File: src/design/acgc_pkg.sv
package acgc_pkg;
    // register indices; byte address is four times the index
    localparam logic [8:0] ACGC_IDX_LINE_PERIOD  = 9'h007;
    localparam logic [8:0] ACGC_IDX_WIN_START    = 9'h008;
    localparam logic [8:0] ACGC_IDX_WIN_STOP     = 9'h009;
    localparam logic [8:0] ACGC_IDX_CLP_SEL_LO   = 9'h010;
    localparam logic [8:0] ACGC_IDX_CLP_SEL_HI   = 9'h011;
    localparam logic [8:0] ACGC_IDX_GAIN_BASE    = 9'h020;
    localparam logic [8:0] ACGC_IDX_MISC         = 9'h030;
    localparam logic [8:0] ACGC_IDX_CLP_END      = 9'h031;
    localparam logic [8:0] ACGC_IDX_STATUS       = 9'h032;
    localparam logic [8:0] ACGC_IDX_WIN_CTRL     = 9'h18f;
    localparam int         ACGC_ADDR_W           = 11;
    localparam int         ACGC_NCH              = 4;
    localparam int         ACGC_DW               = 16;
    // field positions
    localparam int         ACGC_WIN_EN_BIT       = 1;
    localparam int         ACGC_MISC_FMT_BIT     = 0;
    localparam int         ACGC_MISC_AUTO_BIT    = 1;
    localparam int         ACGC_MISC_SRC_BIT     = 2;
    localparam int         ACGC_MISC_VREF_LSB    = 4;
    // reset values
    localparam logic [1:0]  ACGC_VREF_RST        = 2'h0;
    localparam logic [7:0]  ACGC_DGAIN_RST       = 8'h00;
    localparam logic [15:0] ACGC_WIN_CTRL_RST    = 16'h0002;
    // reference dac codes (millivolt meaning given in the name)
    localparam logic [1:0]  ACGC_VREF_0500MV     = 2'h2;
    localparam logic [1:0]  ACGC_VREF_1100MV     = 2'h3;
    localparam logic [1:0]  ACGC_VREF_1500MV     = 2'h0;
    localparam logic [1:0]  ACGC_VREF_2000MV     = 2'h1;

    typedef enum logic [1:0] {
        ACGC_CLP_PIXEL    = 2'b00,
        ACGC_CLP_LINE     = 2'b01,
        ACGC_CLP_NONE_INT = 2'b10,
        ACGC_CLP_NONE_EXT = 2'b11
    } acgc_clp_mode_t;

    // per-channel gain and offset setting
    typedef struct packed {
        logic [5:0] analog_gain_code;
        logic [7:0] digital_gain_code;
        logic [7:0] offset_correction_code;
    } acgc_chan_cfg_t;

    // sample stream word
    typedef struct packed {
        logic        valid;
        logic [15:0] data;
    } acgc_sample_t;
endpackage : acgc_pkg

File: src/design/acgc_dgain.sv
`timescale 1ns/100ps
module acgc_dgain
    import acgc_pkg::*;
(
    input  wire logic         i_sys_clk,
    input  wire logic         i_reset,
    input  wire logic [7:0]   i_gain_code,
    input  wire logic         i_offset_bin,
    input  wire acgc_sample_t i_sample,
    output acgc_sample_t      o_sample
);
    logic signed [16:0] s_in;      // input as signed two's complement
    logic signed [26:0] prod;      // sample times (256 + code)
    logic signed [26:0] rnd;       // rounded product
    logic signed [18:0] scaled;    // product back at sample scale
    logic        [15:0] sat;       // saturated two's complement word

    // product and rounding by half an lsb
    always_comb begin
        s_in   = {i_sample.data[15], i_sample.data};
        prod   = s_in * $signed({2'b00, 9'h100 + {1'b0, i_gain_code}});
        rnd    = prod + 27'sh80;
        scaled = rnd[26:8];
        if (scaled > 19'sh07fff) begin
            sat = 16'h7fff; // clip at positive full scale
        end else if (scaled < -19'sh08000) begin
            sat = 16'h8000; // clip at negative full scale
        end else begin
            sat = scaled[15:0];
        end
    end

    // registered output in the selected format
    always_ff @(posedge i_sys_clk) begin
        if (i_reset) begin
            o_sample <= '0;
        end else begin
            o_sample.valid <= i_sample.valid;
            o_sample.data  <= i_offset_bin ? {~sat[15], sat[14:0]} : sat;
        end
    end
endmodule : acgc_dgain

File: src/design/acgc_top.sv
// Operation
// - reference dac codes 2,3,0,1 give 0.5-2.0V
// - clamp window bounded by pixel counts after sync
// - group a serves inputs 1,2; b 3,4
// - clamp pulse starts at sample pulse rise
// - auto end gives half sample pulse width
// - manual end uses programmed end position
// - window active in pixel mode uses sample pulse
// - window output high after reset until configured
// - registers at 7,8,9,16,17 and 399 bit1
// - six-bit analog gain code per channel
// - digital gain one plus code/256, reset unity
// - output format two's complement or offset binary
// - offset code eight-bit two's complement per channel
// - clamp mode select per channel, pixel default
// - internal sync pulse one clock, counter clears
//
// Register access over Avalon-MM was left to the implementer.
`timescale 1ns/100ps
module acgc_top
    import acgc_pkg::*;
#(
    parameter int NCH = ACGC_NCH
) (
    input  wire logic                      I_SYS_CLK,
    input  wire logic                      I_RESET,
    input  wire logic [ACGC_ADDR_W-1:0]    I_AVS_ADDRESS,
    input  wire logic                      I_AVS_READ,
    input  wire logic                      I_AVS_WRITE,
    input  wire logic [31:0]               I_AVS_WRITEDATA,
    input  wire logic [3:0]                I_AVS_BYTEENABLE,
    output logic [31:0]                    O_AVS_READDATA,
    output logic                           O_AVS_WAITREQUEST,
    input  wire logic                      I_EXT_LINE_SYNC,
    input  wire logic [1:0]                I_REF_SAMPLE_PULSE,
    input  wire acgc_sample_t              I_SAMPLE,
    output acgc_sample_t                   O_SAMPLE,
    output logic                           O_LINE_SYNC,
    output logic                           O_LINE_CLAMP_WINDOW,
    output logic                           O_CLAMP_PULSE_GROUP_A,
    output logic                           O_CLAMP_PULSE_GROUP_B,
    output logic [NCH-1:0]                 O_CLAMP_ACTIVE,
    output logic [NCH-1:0]                 O_SH_REF_EN,
    output logic [1:0]                     O_INTERNAL_REF_DAC_SELECT,
    output acgc_chan_cfg_t [NCH-1:0]       O_CHAN_CFG
);
    // registers
    logic [15:0]    line_period_count_reg;   // internal line period
    logic [15:0]    window_start_pixel_reg;  // window begin count
    logic [15:0]    window_stop_pixel_reg;   // window end count
    logic [15:0]    clamp_mode_select_lo_reg;
    logic [15:0]    clamp_mode_select_hi_reg;
    logic [15:0]    clamp_window_control_reg;
    logic [15:0]    misc_reg;                // format, auto disable, source, vref
    logic [15:0]    clamp_end_reg;           // manual clamp end in clocks
    acgc_chan_cfg_t chan_cfg_reg [NCH];      // per-channel gain and offset
    // bus
    logic [8:0]     reg_idx;                 // word index
    logic           rd_pend_reg;             // read answer stage
    logic [31:0]    rd_data_next;            // decoded read value
    logic [15:0]    wmask;                   // byte lane mask
    // line timing
    logic [15:0]    pix_cnt_reg;             // pixel counter since sync fall
    logic           line_sync_reg;           // internal sync
    logic           ext_s1_reg;              // sync pin first stage
    logic           ext_s2_reg;              // sync pin second stage
    logic           ext_d_reg;               // sync previous level
    logic           sync_fall;               // sync falling edge
    logic           window_reg;              // window state
    // clamp pulses
    logic [1:0]     shp_s1_reg;              // sample pulse first stage
    logic [1:0]     shp_s2_reg;              // sample pulse second stage
    logic [1:0]     shp_d_reg;               // previous level
    logic [15:0]    shp_w_cnt_reg [2];       // running high width
    logic [15:0]    shp_w_reg [2];           // last measured width
    logic [15:0]    clp_cnt_reg [2];         // time since pulse start
    logic [1:0]     clp_reg;                 // group clamp pulses
    logic           auto_dis;
    logic           src_internal;

    assign reg_idx      = I_AVS_ADDRESS[ACGC_ADDR_W-1:2];
    assign auto_dis     = misc_reg[ACGC_MISC_AUTO_BIT];
    assign src_internal = misc_reg[ACGC_MISC_SRC_BIT];
    assign wmask        = {{8{I_AVS_BYTEENABLE[1]}}, {8{I_AVS_BYTEENABLE[0]}}};

    // waitrequest: writes complete at once, reads after one stage
    assign O_AVS_WAITREQUEST = I_AVS_READ & ~rd_pend_reg;

    // register writes, byte lanes honoured
    always_ff @(posedge I_SYS_CLK) begin
        if (I_RESET) begin
            line_period_count_reg    <= '0;
            window_start_pixel_reg   <= '0;
            window_stop_pixel_reg    <= '0;
            clamp_mode_select_lo_reg <= '0; // pixel clamp default
            clamp_mode_select_hi_reg <= '0;
            clamp_window_control_reg <= ACGC_WIN_CTRL_RST;
            misc_reg                 <= {10'h000, ACGC_VREF_RST, 4'h0};
            clamp_end_reg            <= '0;
            for (int c = 0; c < NCH; c++) begin
                chan_cfg_reg[c] <= '{6'h00, ACGC_DGAIN_RST, 8'h00}; // unity
            end
        end else if (I_AVS_WRITE) begin
            unique case (reg_idx)
                ACGC_IDX_LINE_PERIOD: line_period_count_reg <=
                    (line_period_count_reg & ~wmask) | (I_AVS_WRITEDATA[15:0] & wmask);
                ACGC_IDX_WIN_START: window_start_pixel_reg <=
                    (window_start_pixel_reg & ~wmask) | (I_AVS_WRITEDATA[15:0] & wmask);
                ACGC_IDX_WIN_STOP: window_stop_pixel_reg <=
                    (window_stop_pixel_reg & ~wmask) | (I_AVS_WRITEDATA[15:0] & wmask);
                ACGC_IDX_CLP_SEL_LO: clamp_mode_select_lo_reg <=
                    (clamp_mode_select_lo_reg & ~wmask) | (I_AVS_WRITEDATA[15:0] & wmask);
                ACGC_IDX_CLP_SEL_HI: clamp_mode_select_hi_reg <=
                    (clamp_mode_select_hi_reg & ~wmask) | (I_AVS_WRITEDATA[15:0] & wmask);
                ACGC_IDX_WIN_CTRL: clamp_window_control_reg <=
                    (clamp_window_control_reg & ~wmask) | (I_AVS_WRITEDATA[15:0] & wmask);
                ACGC_IDX_MISC: misc_reg <=
                    (misc_reg & ~wmask) | (I_AVS_WRITEDATA[15:0] & wmask);
                ACGC_IDX_CLP_END: clamp_end_reg <=
                    (clamp_end_reg & ~wmask) | (I_AVS_WRITEDATA[15:0] & wmask);
                default: begin
                    // per-channel gain words; other addresses ignore writes
                    for (int c = 0; c < NCH; c++) begin
                        if (reg_idx == ACGC_IDX_GAIN_BASE + 9'(c)) begin
                            if (I_AVS_BYTEENABLE[0]) begin
                                chan_cfg_reg[c].offset_correction_code <=
                                    I_AVS_WRITEDATA[7:0];
                            end
                            if (I_AVS_BYTEENABLE[1]) begin
                                chan_cfg_reg[c].digital_gain_code <=
                                    I_AVS_WRITEDATA[15:8];
                            end
                            if (I_AVS_BYTEENABLE[2]) begin
                                chan_cfg_reg[c].analog_gain_code <=
                                    I_AVS_WRITEDATA[21:16];
                            end
                        end
                    end
                end
            endcase
        end
    end

    // read decode; unmapped reads return zero
    always_comb begin
        rd_data_next = 32'h0000_0000;
        unique case (reg_idx)
            ACGC_IDX_LINE_PERIOD: rd_data_next[15:0] = line_period_count_reg;
            ACGC_IDX_WIN_START:   rd_data_next[15:0] = window_start_pixel_reg;
            ACGC_IDX_WIN_STOP:    rd_data_next[15:0] = window_stop_pixel_reg;
            ACGC_IDX_CLP_SEL_LO:  rd_data_next[15:0] = clamp_mode_select_lo_reg;
            ACGC_IDX_CLP_SEL_HI:  rd_data_next[15:0] = clamp_mode_select_hi_reg;
            ACGC_IDX_WIN_CTRL:    rd_data_next[15:0] = clamp_window_control_reg;
            ACGC_IDX_MISC:        rd_data_next[15:0] = misc_reg;
            ACGC_IDX_CLP_END:     rd_data_next[15:0] = clamp_end_reg;
            ACGC_IDX_STATUS:      rd_data_next[15:0] = {12'h000, clp_reg,
                                                        window_reg, line_sync_reg};
            default: begin
                for (int c = 0; c < NCH; c++) begin
                    if (reg_idx == ACGC_IDX_GAIN_BASE + 9'(c)) begin
                        rd_data_next = {10'h000, chan_cfg_reg[c].analog_gain_code,
                                        chan_cfg_reg[c].digital_gain_code,
                                        chan_cfg_reg[c].offset_correction_code};
                    end
                end
            end
        endcase
    end

    // read answer one cycle after the request is seen
    always_ff @(posedge I_SYS_CLK) begin
        if (I_RESET) begin
            rd_pend_reg    <= 1'b0;
            O_AVS_READDATA <= '0;
        end else begin
            rd_pend_reg <= I_AVS_READ & ~rd_pend_reg;
            if (I_AVS_READ & ~rd_pend_reg) begin
                O_AVS_READDATA <= rd_data_next;
            end
        end
    end

    // synchronisers for pins
    always_ff @(posedge I_SYS_CLK) begin
        if (I_RESET) begin
            ext_s1_reg <= 1'b0;
            ext_s2_reg <= 1'b0;
            shp_s1_reg <= '0;
            shp_s2_reg <= '0;
        end else begin
            ext_s1_reg <= I_EXT_LINE_SYNC;
            ext_s2_reg <= ext_s1_reg;
            shp_s1_reg <= I_REF_SAMPLE_PULSE;
            shp_s2_reg <= shp_s1_reg;
        end
    end

    // internal sync: one-clock pulse after the programmed count
    // raised one count early so that it stands while the counter holds the period,
    // giving a line of period plus one clocks; >= recovers a counter that is past it
    always_ff @(posedge I_SYS_CLK) begin
        if (I_RESET) begin
            line_sync_reg <= 1'b0;
            ext_d_reg     <= 1'b0;
        end else begin
            ext_d_reg <= ext_s2_reg;
            if (src_internal) begin
                line_sync_reg <= (pix_cnt_reg >= line_period_count_reg - 16'h0001)
                                 & ~line_sync_reg;
            end else begin
                line_sync_reg <= ext_s2_reg;
            end
        end
    end

    assign sync_fall   = src_internal ? line_sync_reg : (ext_d_reg & ~ext_s2_reg);
    assign O_LINE_SYNC = line_sync_reg;

    // pixel counter cleared on the sync edge
    always_ff @(posedge I_SYS_CLK) begin
        if (I_RESET) begin
            pix_cnt_reg <= '0;
        end else if (sync_fall) begin
            pix_cnt_reg <= '0;
        end else if (pix_cnt_reg != 16'hffff) begin
            pix_cnt_reg <= pix_cnt_reg + 16'h0001;
        end
    end

    // window between start and stop counts; high while disabled
    always_ff @(posedge I_SYS_CLK) begin
        if (I_RESET) begin
            window_reg <= 1'b1;
        end else if (!clamp_window_control_reg[ACGC_WIN_EN_BIT]) begin
            window_reg <= 1'b1;
        end else if (pix_cnt_reg == window_start_pixel_reg) begin
            window_reg <= 1'b1;
        end else if (pix_cnt_reg == window_stop_pixel_reg) begin
            window_reg <= 1'b0;
        end
    end
    assign O_LINE_CLAMP_WINDOW = window_reg;

    // per group pixel clamp pulse generation
    for (genvar g = 0; g < 2; g++) begin : g_grp
        always_ff @(posedge I_SYS_CLK) begin
            if (I_RESET) begin
                shp_d_reg[g]     <= 1'b0;
                shp_w_cnt_reg[g] <= '0;
                shp_w_reg[g]     <= '0;
                clp_cnt_reg[g]   <= '0;
                clp_reg[g]       <= 1'b0;
            end else begin
                shp_d_reg[g] <= shp_s2_reg[g];
                // measure sample pulse high width
                if (shp_s2_reg[g] & ~shp_d_reg[g]) begin
                    shp_w_cnt_reg[g] <= 16'h0001;
                end else if (shp_s2_reg[g]) begin
                    shp_w_cnt_reg[g] <= shp_w_cnt_reg[g] + 16'h0001;
                end else if (shp_d_reg[g]) begin
                    shp_w_reg[g] <= shp_w_cnt_reg[g];
                end
                if (shp_s2_reg[g] & ~shp_d_reg[g]) begin
                    clp_reg[g]     <= 1'b1; // start at rise
                    clp_cnt_reg[g] <= 16'h0001;
                end else if (clp_reg[g]) begin
                    clp_cnt_reg[g] <= clp_cnt_reg[g] + 16'h0001;
                    if (!auto_dis && clp_cnt_reg[g] >= {1'b0, shp_w_reg[g][15:1]}) begin
                        clp_reg[g] <= 1'b0; // half width
                    end else if (auto_dis && clp_cnt_reg[g] >= clamp_end_reg) begin
                        clp_reg[g] <= 1'b0; // manual end
                    end
                end
            end
        end
    end
    assign O_CLAMP_PULSE_GROUP_A = clp_reg[0];
    assign O_CLAMP_PULSE_GROUP_B = clp_reg[1];

    // per channel clamp and configuration outputs
    for (genvar c = 0; c < NCH; c++) begin : g_ch
        acgc_clp_mode_t mode;
        logic           grp_clp;
        logic           grp_shp;
        // lo word holds inputs 1,2 and hi word inputs 3,4, two bits each
        assign mode    = acgc_clp_mode_t'(c < 2 ? clamp_mode_select_lo_reg[2*(c%2) +: 2]
                                               : clamp_mode_select_hi_reg[2*(c%2) +: 2]);
        assign grp_clp = clp_reg[c / 2];   // inputs 1,2 group a; 3,4 group b
        assign grp_shp = shp_s2_reg[c / 2];
        always_comb begin
            unique case (mode)
                ACGC_CLP_PIXEL: O_CLAMP_ACTIVE[c] = window_reg ? grp_shp : grp_clp;
                ACGC_CLP_LINE:  O_CLAMP_ACTIVE[c] = window_reg & grp_shp;
                ACGC_CLP_NONE_INT, ACGC_CLP_NONE_EXT: O_CLAMP_ACTIVE[c] = 1'b0;
            endcase
        end
        assign O_SH_REF_EN[c] = (mode == ACGC_CLP_NONE_INT);
        assign O_CHAN_CFG[c]  = chan_cfg_reg[c];
    end

    assign O_INTERNAL_REF_DAC_SELECT = misc_reg[ACGC_MISC_VREF_LSB +: 2];

    // digital gain on channel stream
    acgc_dgain u_dgain (
        .i_sys_clk    (I_SYS_CLK),
        .i_reset      (I_RESET),
        .i_gain_code  (chan_cfg_reg[0].digital_gain_code),
        .i_offset_bin (misc_reg[ACGC_MISC_FMT_BIT]),
        .i_sample     (I_SAMPLE),
        .o_sample     (O_SAMPLE)
    );

    a_sync_one_clk: assert property (@(posedge I_SYS_CLK) disable iff (I_RESET)
        line_sync_reg && src_internal |=> !line_sync_reg)
        else $error("internal sync longer than one clock");
    a_window_reset: assert property (@(posedge I_SYS_CLK)
        $fell(I_RESET) |-> window_reg)
        else $error("window not high after reset");
    a_window_dis_high: assert property (@(posedge I_SYS_CLK) disable iff (I_RESET)
        $past(!clamp_window_control_reg[ACGC_WIN_EN_BIT]) |-> window_reg)
        else $error("window low while disabled");
    a_window_start: assert property (@(posedge I_SYS_CLK) disable iff (I_RESET)
        clamp_window_control_reg[ACGC_WIN_EN_BIT] && pix_cnt_reg == window_start_pixel_reg
        |=> window_reg)
        else $error("window did not open at start count");
    a_clamp_start: assert property (@(posedge I_SYS_CLK) disable iff (I_RESET)
        $rose(shp_s2_reg[0]) |=> clp_reg[0])
        else $error("clamp pulse missed sample rise");
    a_pixel_window: assert property (@(posedge I_SYS_CLK) disable iff (I_RESET)
        clamp_mode_select_lo_reg[1:0] == 2'b00 && window_reg
        |-> O_CLAMP_ACTIVE[0] == shp_s2_reg[0])
        else $error("window clamp not from sample pulse");
    a_group_b: assert property (@(posedge I_SYS_CLK) disable iff (I_RESET)
        clamp_mode_select_hi_reg[1:0] == 2'b00 && !window_reg
        |-> O_CLAMP_ACTIVE[2] == clp_reg[1])
        else $error("input 3 not on group b");
    a_manual_end: assert property (@(posedge I_SYS_CLK) disable iff (I_RESET)
        auto_dis && clp_reg[0] && !$rose(shp_s2_reg[0]) && clp_cnt_reg[0] >= clamp_end_reg
        |=> !clp_reg[0] || $rose(shp_s2_reg[0]))
        else $error("manual clamp end ignored");
    a_unmapped_zero: assert property (@(posedge I_SYS_CLK) disable iff (I_RESET)
        I_AVS_READ && !rd_pend_reg && reg_idx == 9'h1ff |=> O_AVS_READDATA == 32'h0)
        else $error("unmapped read not zero");
endmodule : acgc_top

File: config.mk
export PLATFORM = sky130hd
export DESIGN_NAME = acgc_top
export DESIGN_NICKNAME = d
export VERILOG_FILES = /design/src/design/acgc_pkg.sv /design/src/design/acgc_dgain.sv /design/src/design/acgc_top.sv
export SDC_FILE = /design/constraint.sdc
export NUM_CORES = 1
export LEC_CHECK = 0
export ABC_AREA = 1
export ABC_CLOCK_PERIOD_IN_PS = 8500
export BUFFER_PORTS_ARGS = -buffer_cell sky130_fd_sc_hd__buf_2
export CAP_MARGIN = 15
export CORE_ASPECT_RATIO = 1.1
export CORE_MARGIN = 3
export CORE_UTILIZATION = 55
export CTS_CLUSTER_SIZE = 25
export DETAILED_ROUTE_END_ITERATION = 10
export GPL_ROUTABILITY_DRIVEN = 0
export HOLD_SLACK_MARGIN = 0.02
export PLACE_DENSITY_LB_ADDON = 0.2
export SLEW_MARGIN = 20
export SYNTH_ARGS = -nofsm -noshare
export SYNTH_HDL_FRONTEND = slang
export SYNTH_SLANG_ARGS = --single-unit
File: constraint.sdc
create_clock -name I_SYS_CLK -period 8.5 [get_ports I_SYS_CLK]
set_input_delay 0.425 -clock I_SYS_CLK [delete_from_list [all_inputs] [get_ports I_SYS_CLK]]
set_output_delay 0.425 -clock I_SYS_CLK [all_outputs]
set_load 0.005 [all_outputs]
==> impl_summary.md <==
Outcome
The run finished with clean final reports.

STA
The worst max-slew margin expressed relative to the limit is 0.280. Setup violations remaining at the end of the flow were counted as 0. The final period utilization is 0.774. The minimum clock period is 6580 ps. The setup skew after layout is 31.0 ps. The slew at the pin with the worst max-slew slack is 1080 ps. The total negative slack for setup checks is 0 ps. Setup repair after global routing left no endpoint under its margin. The final count of pins violating max slew is 0.

The count of final hold-check violations is 0. Based on the critical path, the design can be clocked at up to 152 MHz.

Setup path
The worst setup path is captured at a flip-flop. For the worst setup path, the data arrival time is 7030 ps. The most critical setup path has its endpoint at u_dgain.o_sample[14]. The delay of the slowest critical-path stage is 1000 ps.

The start point of the critical path is chan_cfg_reg[0][11]. STA classifies the critical path startpoint as a flip-flop. The start of the worst register-to-register path is chan_cfg_reg[0][11]. The worst register-to-register path has a setup slack of 1920 ps. The critical-path cell with the highest stage delay is sky130_fd_sc_hd__edfxtp_1.

The critical path is of the flip-flop to flip-flop type. The critical path required time is 8950 ps. The capture point of the worst reg-to-reg path is u_dgain.o_sample[14]. The worst register-to-register path has a depth of 30. Of all nets on the critical path, the largest fanout is 18.

Clock network
The number of hold buffers added after cts is 0. The clock transition at the register clock pins on the worst setup and hold paths after CTS is 60 ps. The number of clock buffers added by TritonCTS is 40. The root buffer cell is sky130_fd_sc_hd__clkbuf_16.

The tree built by TritonCTS fans out to 379 sinks. The count of instances resized after the clock tree is built is 0. The clock reaches the later pin of the worst-skew pair after 580 ps. The TritonCTS clock tree is yes. The H-tree was split into 2 levels. In this run the deepest clock path goes through 3 buffers. The number of buffers added for setup after CTS is 0.

Drt
The number of nets with antenna violations after detailed routing is 0. The count of routing violations after the opening detailed-route iteration is 2255. Using the TritonRoute via totals, the vias-per-cell ratio works out to 5.68.

The detail-routed net length per standard cell is 19.0 um. The final layout contains routed wiring with a total length of 73000 um. The number of DRC violations after detailed routing is 0. The via count is 21900. The count of TritonRoute iterations in the first routing pass is 6.

Synthesis
The mean area per synthesized cell is 8.08 um^2. The synthesized netlist occupies a cell area of 0.0249 mm^2. Synthesis inferred 379 register bits. The biggest area contributor in the post-synthesis netlist is sky130_fd_sc_hd__edfxtp_1.

The leading register cell type out of synthesis is sky130_fd_sc_hd__dfxtp_1. By area the synthesized netlist is led by sky130_fd_sc_hd__edfxtp_1 22%, sky130_fd_sc_hd__dfxtp_1 16%, sky130_fd_sc_hd__fa_1 9.7%. For this run, the register share of the synthesized area comes to 0.378. Synthesis instantiated 60 different standard cells from the library. The post-synthesis instance total is 3076.

The synthesized design contains 182 enable-type register cells. During synthesis, Yosys emitted a total of 0 warnings. The portion of synthesized cell area occupied by the leading cell type is 0.220.

The proportion of synthesized flip-flops having asynchronous set or reset is 0.

Floorplanning
From bottom edge to top edge, the die measures 229 um. For this configuration, the core starts out at a cell density of 0.558. The core area is 0.0446 mm^2. The die covers 0.0478 mm^2. The site row count is 81. In this run the count of I/O pins placed on the die edge is 223. From left edge to right edge, the die measures 209 um.

Placed design
The instance area after placement is 0.0263 mm^2. The number of buffers inserted by port buffering is 199. After legalization and detailed placement, the total HPWL measured 56000 um.

Global routing
Across every metal layer, demand over resource in global routing totals 0.302. The number of global-route vias before repair came to 21400. The total global routing overflow is 0. The number of antenna violations at the first check in global routing is 6.

The met1 layer usage reported by global route is 0.409. Entering global routing, the biggest net connects 72 pins. For this run, global-route usage on met3 was measured as 0.0470. For met2 alone, demand over resource in global routing was 0.494. After global routing, the most crowded layer is met2.

The global-route wire length before repair is 116000 um.

Min path
The tightest min-delay check is of the primary input to flip-flop type.

Power
The maximum vdd ir drop is 349 uV. The standby leakage power is 0.0126 uW. Dividing total power by cell area gives a power density of 314 mW/mm^2.

Final layout
The net count reported at finish is 3562. The layout cell share with drive strength beyond 1 is 0.113. The area added between synthesis and finish is 11.5%. The final design area excluding fillers is 0.0277 mm^2.

The filler cells instantiated in the layout total 3849.

Job
The number of max-cap violations is 0.
==> per-stage QoR <==
stage	utilization	std cells	total power, uW	worst slack [ps]	hold WS (ps)
6_report	0.622	3850	8690	1920	64.4
5_1_grt	0.622	3850	9410	1420	67.6
4_1_cts	0.621	3845	8670	2020	36.1
3_5_place_dp	0.589	3771	6790	2000	412
3_3_place_gp	0.589	3771	6670	2090	417
2_1_floorplan	-	3085	5790	2700	388
==> final cells by class <==
class                           count  area (um^2)  share of cell area
Sequential cell                   379         9410               0.339
Multi-Input combinational cell   1994        12800               0.460
Timing Repair Buffer              218         1140              0.0411
Inverter                          599         2250              0.0812
Clock buffer                       56         1190              0.0431
Tap cell                          581          727              0.0262
Clock inverter                     18          229             0.00826
Antenna cell                        5         12.5            0.000451
==> metal layers <==
layer | part of all wire | routed length (um)
met1 | 0.41 | 30200
met3 | 0.085 | 6180
met4 | 0.035 | 2570
met2 | 0.47 | 34100
met5 | 0 | 0
==> kinds of logic (layout without fill, tap and decap cells) <==
| family | Yosys count | after routing | share of synthesized area |
|---|---|---|---|
| AOI/OAI and AO/OA | 622 | 622 | 0.141 |
| xor gates and xnor gates | 55 | 55 | 0.0194 |
| adders and majority gates | 259 | 259 | 0.167 |
| buffers and inverters | 712 | 891 | 0.111 |
| DFF | 379 | 379 | 0.378 |
| other | 1 | 15 | 0.000151 |
| and+or+nand+nor | 1048 | 1048 | 0.183 |
==> worst min path at each step <==
stage | start | endpoint | slack [ps] | depth (start not counted)
final | I_EXT_LINE_SYNC | ext_s1_reg | 60 | 3
after global routing | I_EXT_LINE_SYNC | ext_s1_reg | 70 | 3
after CTS | I_EXT_LINE_SYNC | ext_s1_reg | 40 | 3
after detailed placement | shp_s1_reg[0] | shp_s2_reg[0] | 410 | 2
after global placement | shp_s1_reg[0] | shp_s2_reg[0] | 420 | 2
after floorplan | ext_s1_reg | ext_s2_reg | 390 | 2
==> cells in the final DEF (no fill, tap or decap), types with 6 or more instances in the layout <==
master and instances:
sky130_fd_sc_hd__a21oi_1 253, sky130_fd_sc_hd__a221o_1 8, sky130_fd_sc_hd__a221oi_1 27, sky130_fd_sc_hd__a31oi_1 17, sky130_fd_sc_hd__a41oi_1 8, sky130_fd_sc_hd__buf_2 199, sky130_fd_sc_hd__buf_4 19, sky130_fd_sc_hd__clkbuf_1 6
sky130_fd_sc_hd__clkbuf_16 43, sky130_fd_sc_hd__clkbuf_8 7, sky130_fd_sc_hd__clkinv_1 8, sky130_fd_sc_hd__clkinv_2 6, sky130_fd_sc_hd__conb_1 10, sky130_fd_sc_hd__dfxtp_1 197, sky130_fd_sc_hd__edfxtp_1 182, sky130_fd_sc_hd__fa_1 121
sky130_fd_sc_hd__ha_1 138, sky130_fd_sc_hd__inv_1 578, sky130_fd_sc_hd__inv_2 16, sky130_fd_sc_hd__nand2_1 471, sky130_fd_sc_hd__nand2_2 34, sky130_fd_sc_hd__nand3_1 103, sky130_fd_sc_hd__nand3_2 8, sky130_fd_sc_hd__nand3b_1 11
sky130_fd_sc_hd__nand4_1 28, sky130_fd_sc_hd__nor2_1 289, sky130_fd_sc_hd__nor2_2 12, sky130_fd_sc_hd__nor3_1 56, sky130_fd_sc_hd__nor3b_1 7, sky130_fd_sc_hd__nor4_1 13, sky130_fd_sc_hd__o211ai_1 8, sky130_fd_sc_hd__o21a_1 10
sky130_fd_sc_hd__o21ai_0 219, sky130_fd_sc_hd__o21ai_1 6, sky130_fd_sc_hd__o221ai_1 6, sky130_fd_sc_hd__o22ai_1 33, sky130_fd_sc_hd__xnor2_1 22, sky130_fd_sc_hd__xor2_1 33
==> cell usage after synthesis (3+ instances only) <==
master and instances:
sky130_fd_sc_hd__inv_1 579, sky130_fd_sc_hd__nand2_1 471, sky130_fd_sc_hd__nor2_1 293, sky130_fd_sc_hd__a21oi_1 253, sky130_fd_sc_hd__o21ai_0 224, sky130_fd_sc_hd__dfxtp_1 197, sky130_fd_sc_hd__edfxtp_1 182, sky130_fd_sc_hd__ha_1 138
sky130_fd_sc_hd__fa_1 121, sky130_fd_sc_hd__nand3_1 103, sky130_fd_sc_hd__clkbuf_1 81, sky130_fd_sc_hd__nor3_1 57, sky130_fd_sc_hd__nand2_2 34, sky130_fd_sc_hd__o22ai_1 33, sky130_fd_sc_hd__xor2_1 33, sky130_fd_sc_hd__nand4_1 28
sky130_fd_sc_hd__a221oi_1 27, sky130_fd_sc_hd__xnor2_1 22, sky130_fd_sc_hd__a31oi_1 17, sky130_fd_sc_hd__inv_2 16, sky130_fd_sc_hd__buf_4 15, sky130_fd_sc_hd__nor4_1 14, sky130_fd_sc_hd__nand3b_1 11, sky130_fd_sc_hd__o21a_1 10
sky130_fd_sc_hd__a221o_1 8, sky130_fd_sc_hd__a41oi_1 8, sky130_fd_sc_hd__buf_1 8, sky130_fd_sc_hd__nand3_2 8, sky130_fd_sc_hd__nor2_2 8, sky130_fd_sc_hd__o211ai_1 8, sky130_fd_sc_hd__nor3b_1 7, sky130_fd_sc_hd__a2111oi_0 6
sky130_fd_sc_hd__o221ai_1 6, sky130_fd_sc_hd__buf_2 5, sky130_fd_sc_hd__clkinv_1 4, sky130_fd_sc_hd__o21bai_1 4, sky130_fd_sc_hd__a211oi_1 3, sky130_fd_sc_hd__nor2_4 3, sky130_fd_sc_hd__o2111ai_1 3
==> power by group <==
| part | total (uW) | switching, uW | internal [uW] | leakage, uW |
|---|---|---|---|---|
| clock | 1880 | 767 | 1110 | 0.000701 |
| sequential | 2100 | 74.3 | 2030 | 0.00342 |
| combinational | 4710 | 3090 | 1620 | 0.00853 |
| total | 8690 | 3930 | 4760 | 0.0126 |
==> worst max-delay path: cells and delay by family (launching register included) <==
kind	cells	cell delay, ps
XOR/XNOR	1	180
AND/OR/NAND/NOR	14	1830
adder cells (fa/ha/maj)	7	3000
flip-flops	1	1000
buffers and inverters	8	470
(Power assumes the default switching activity.)
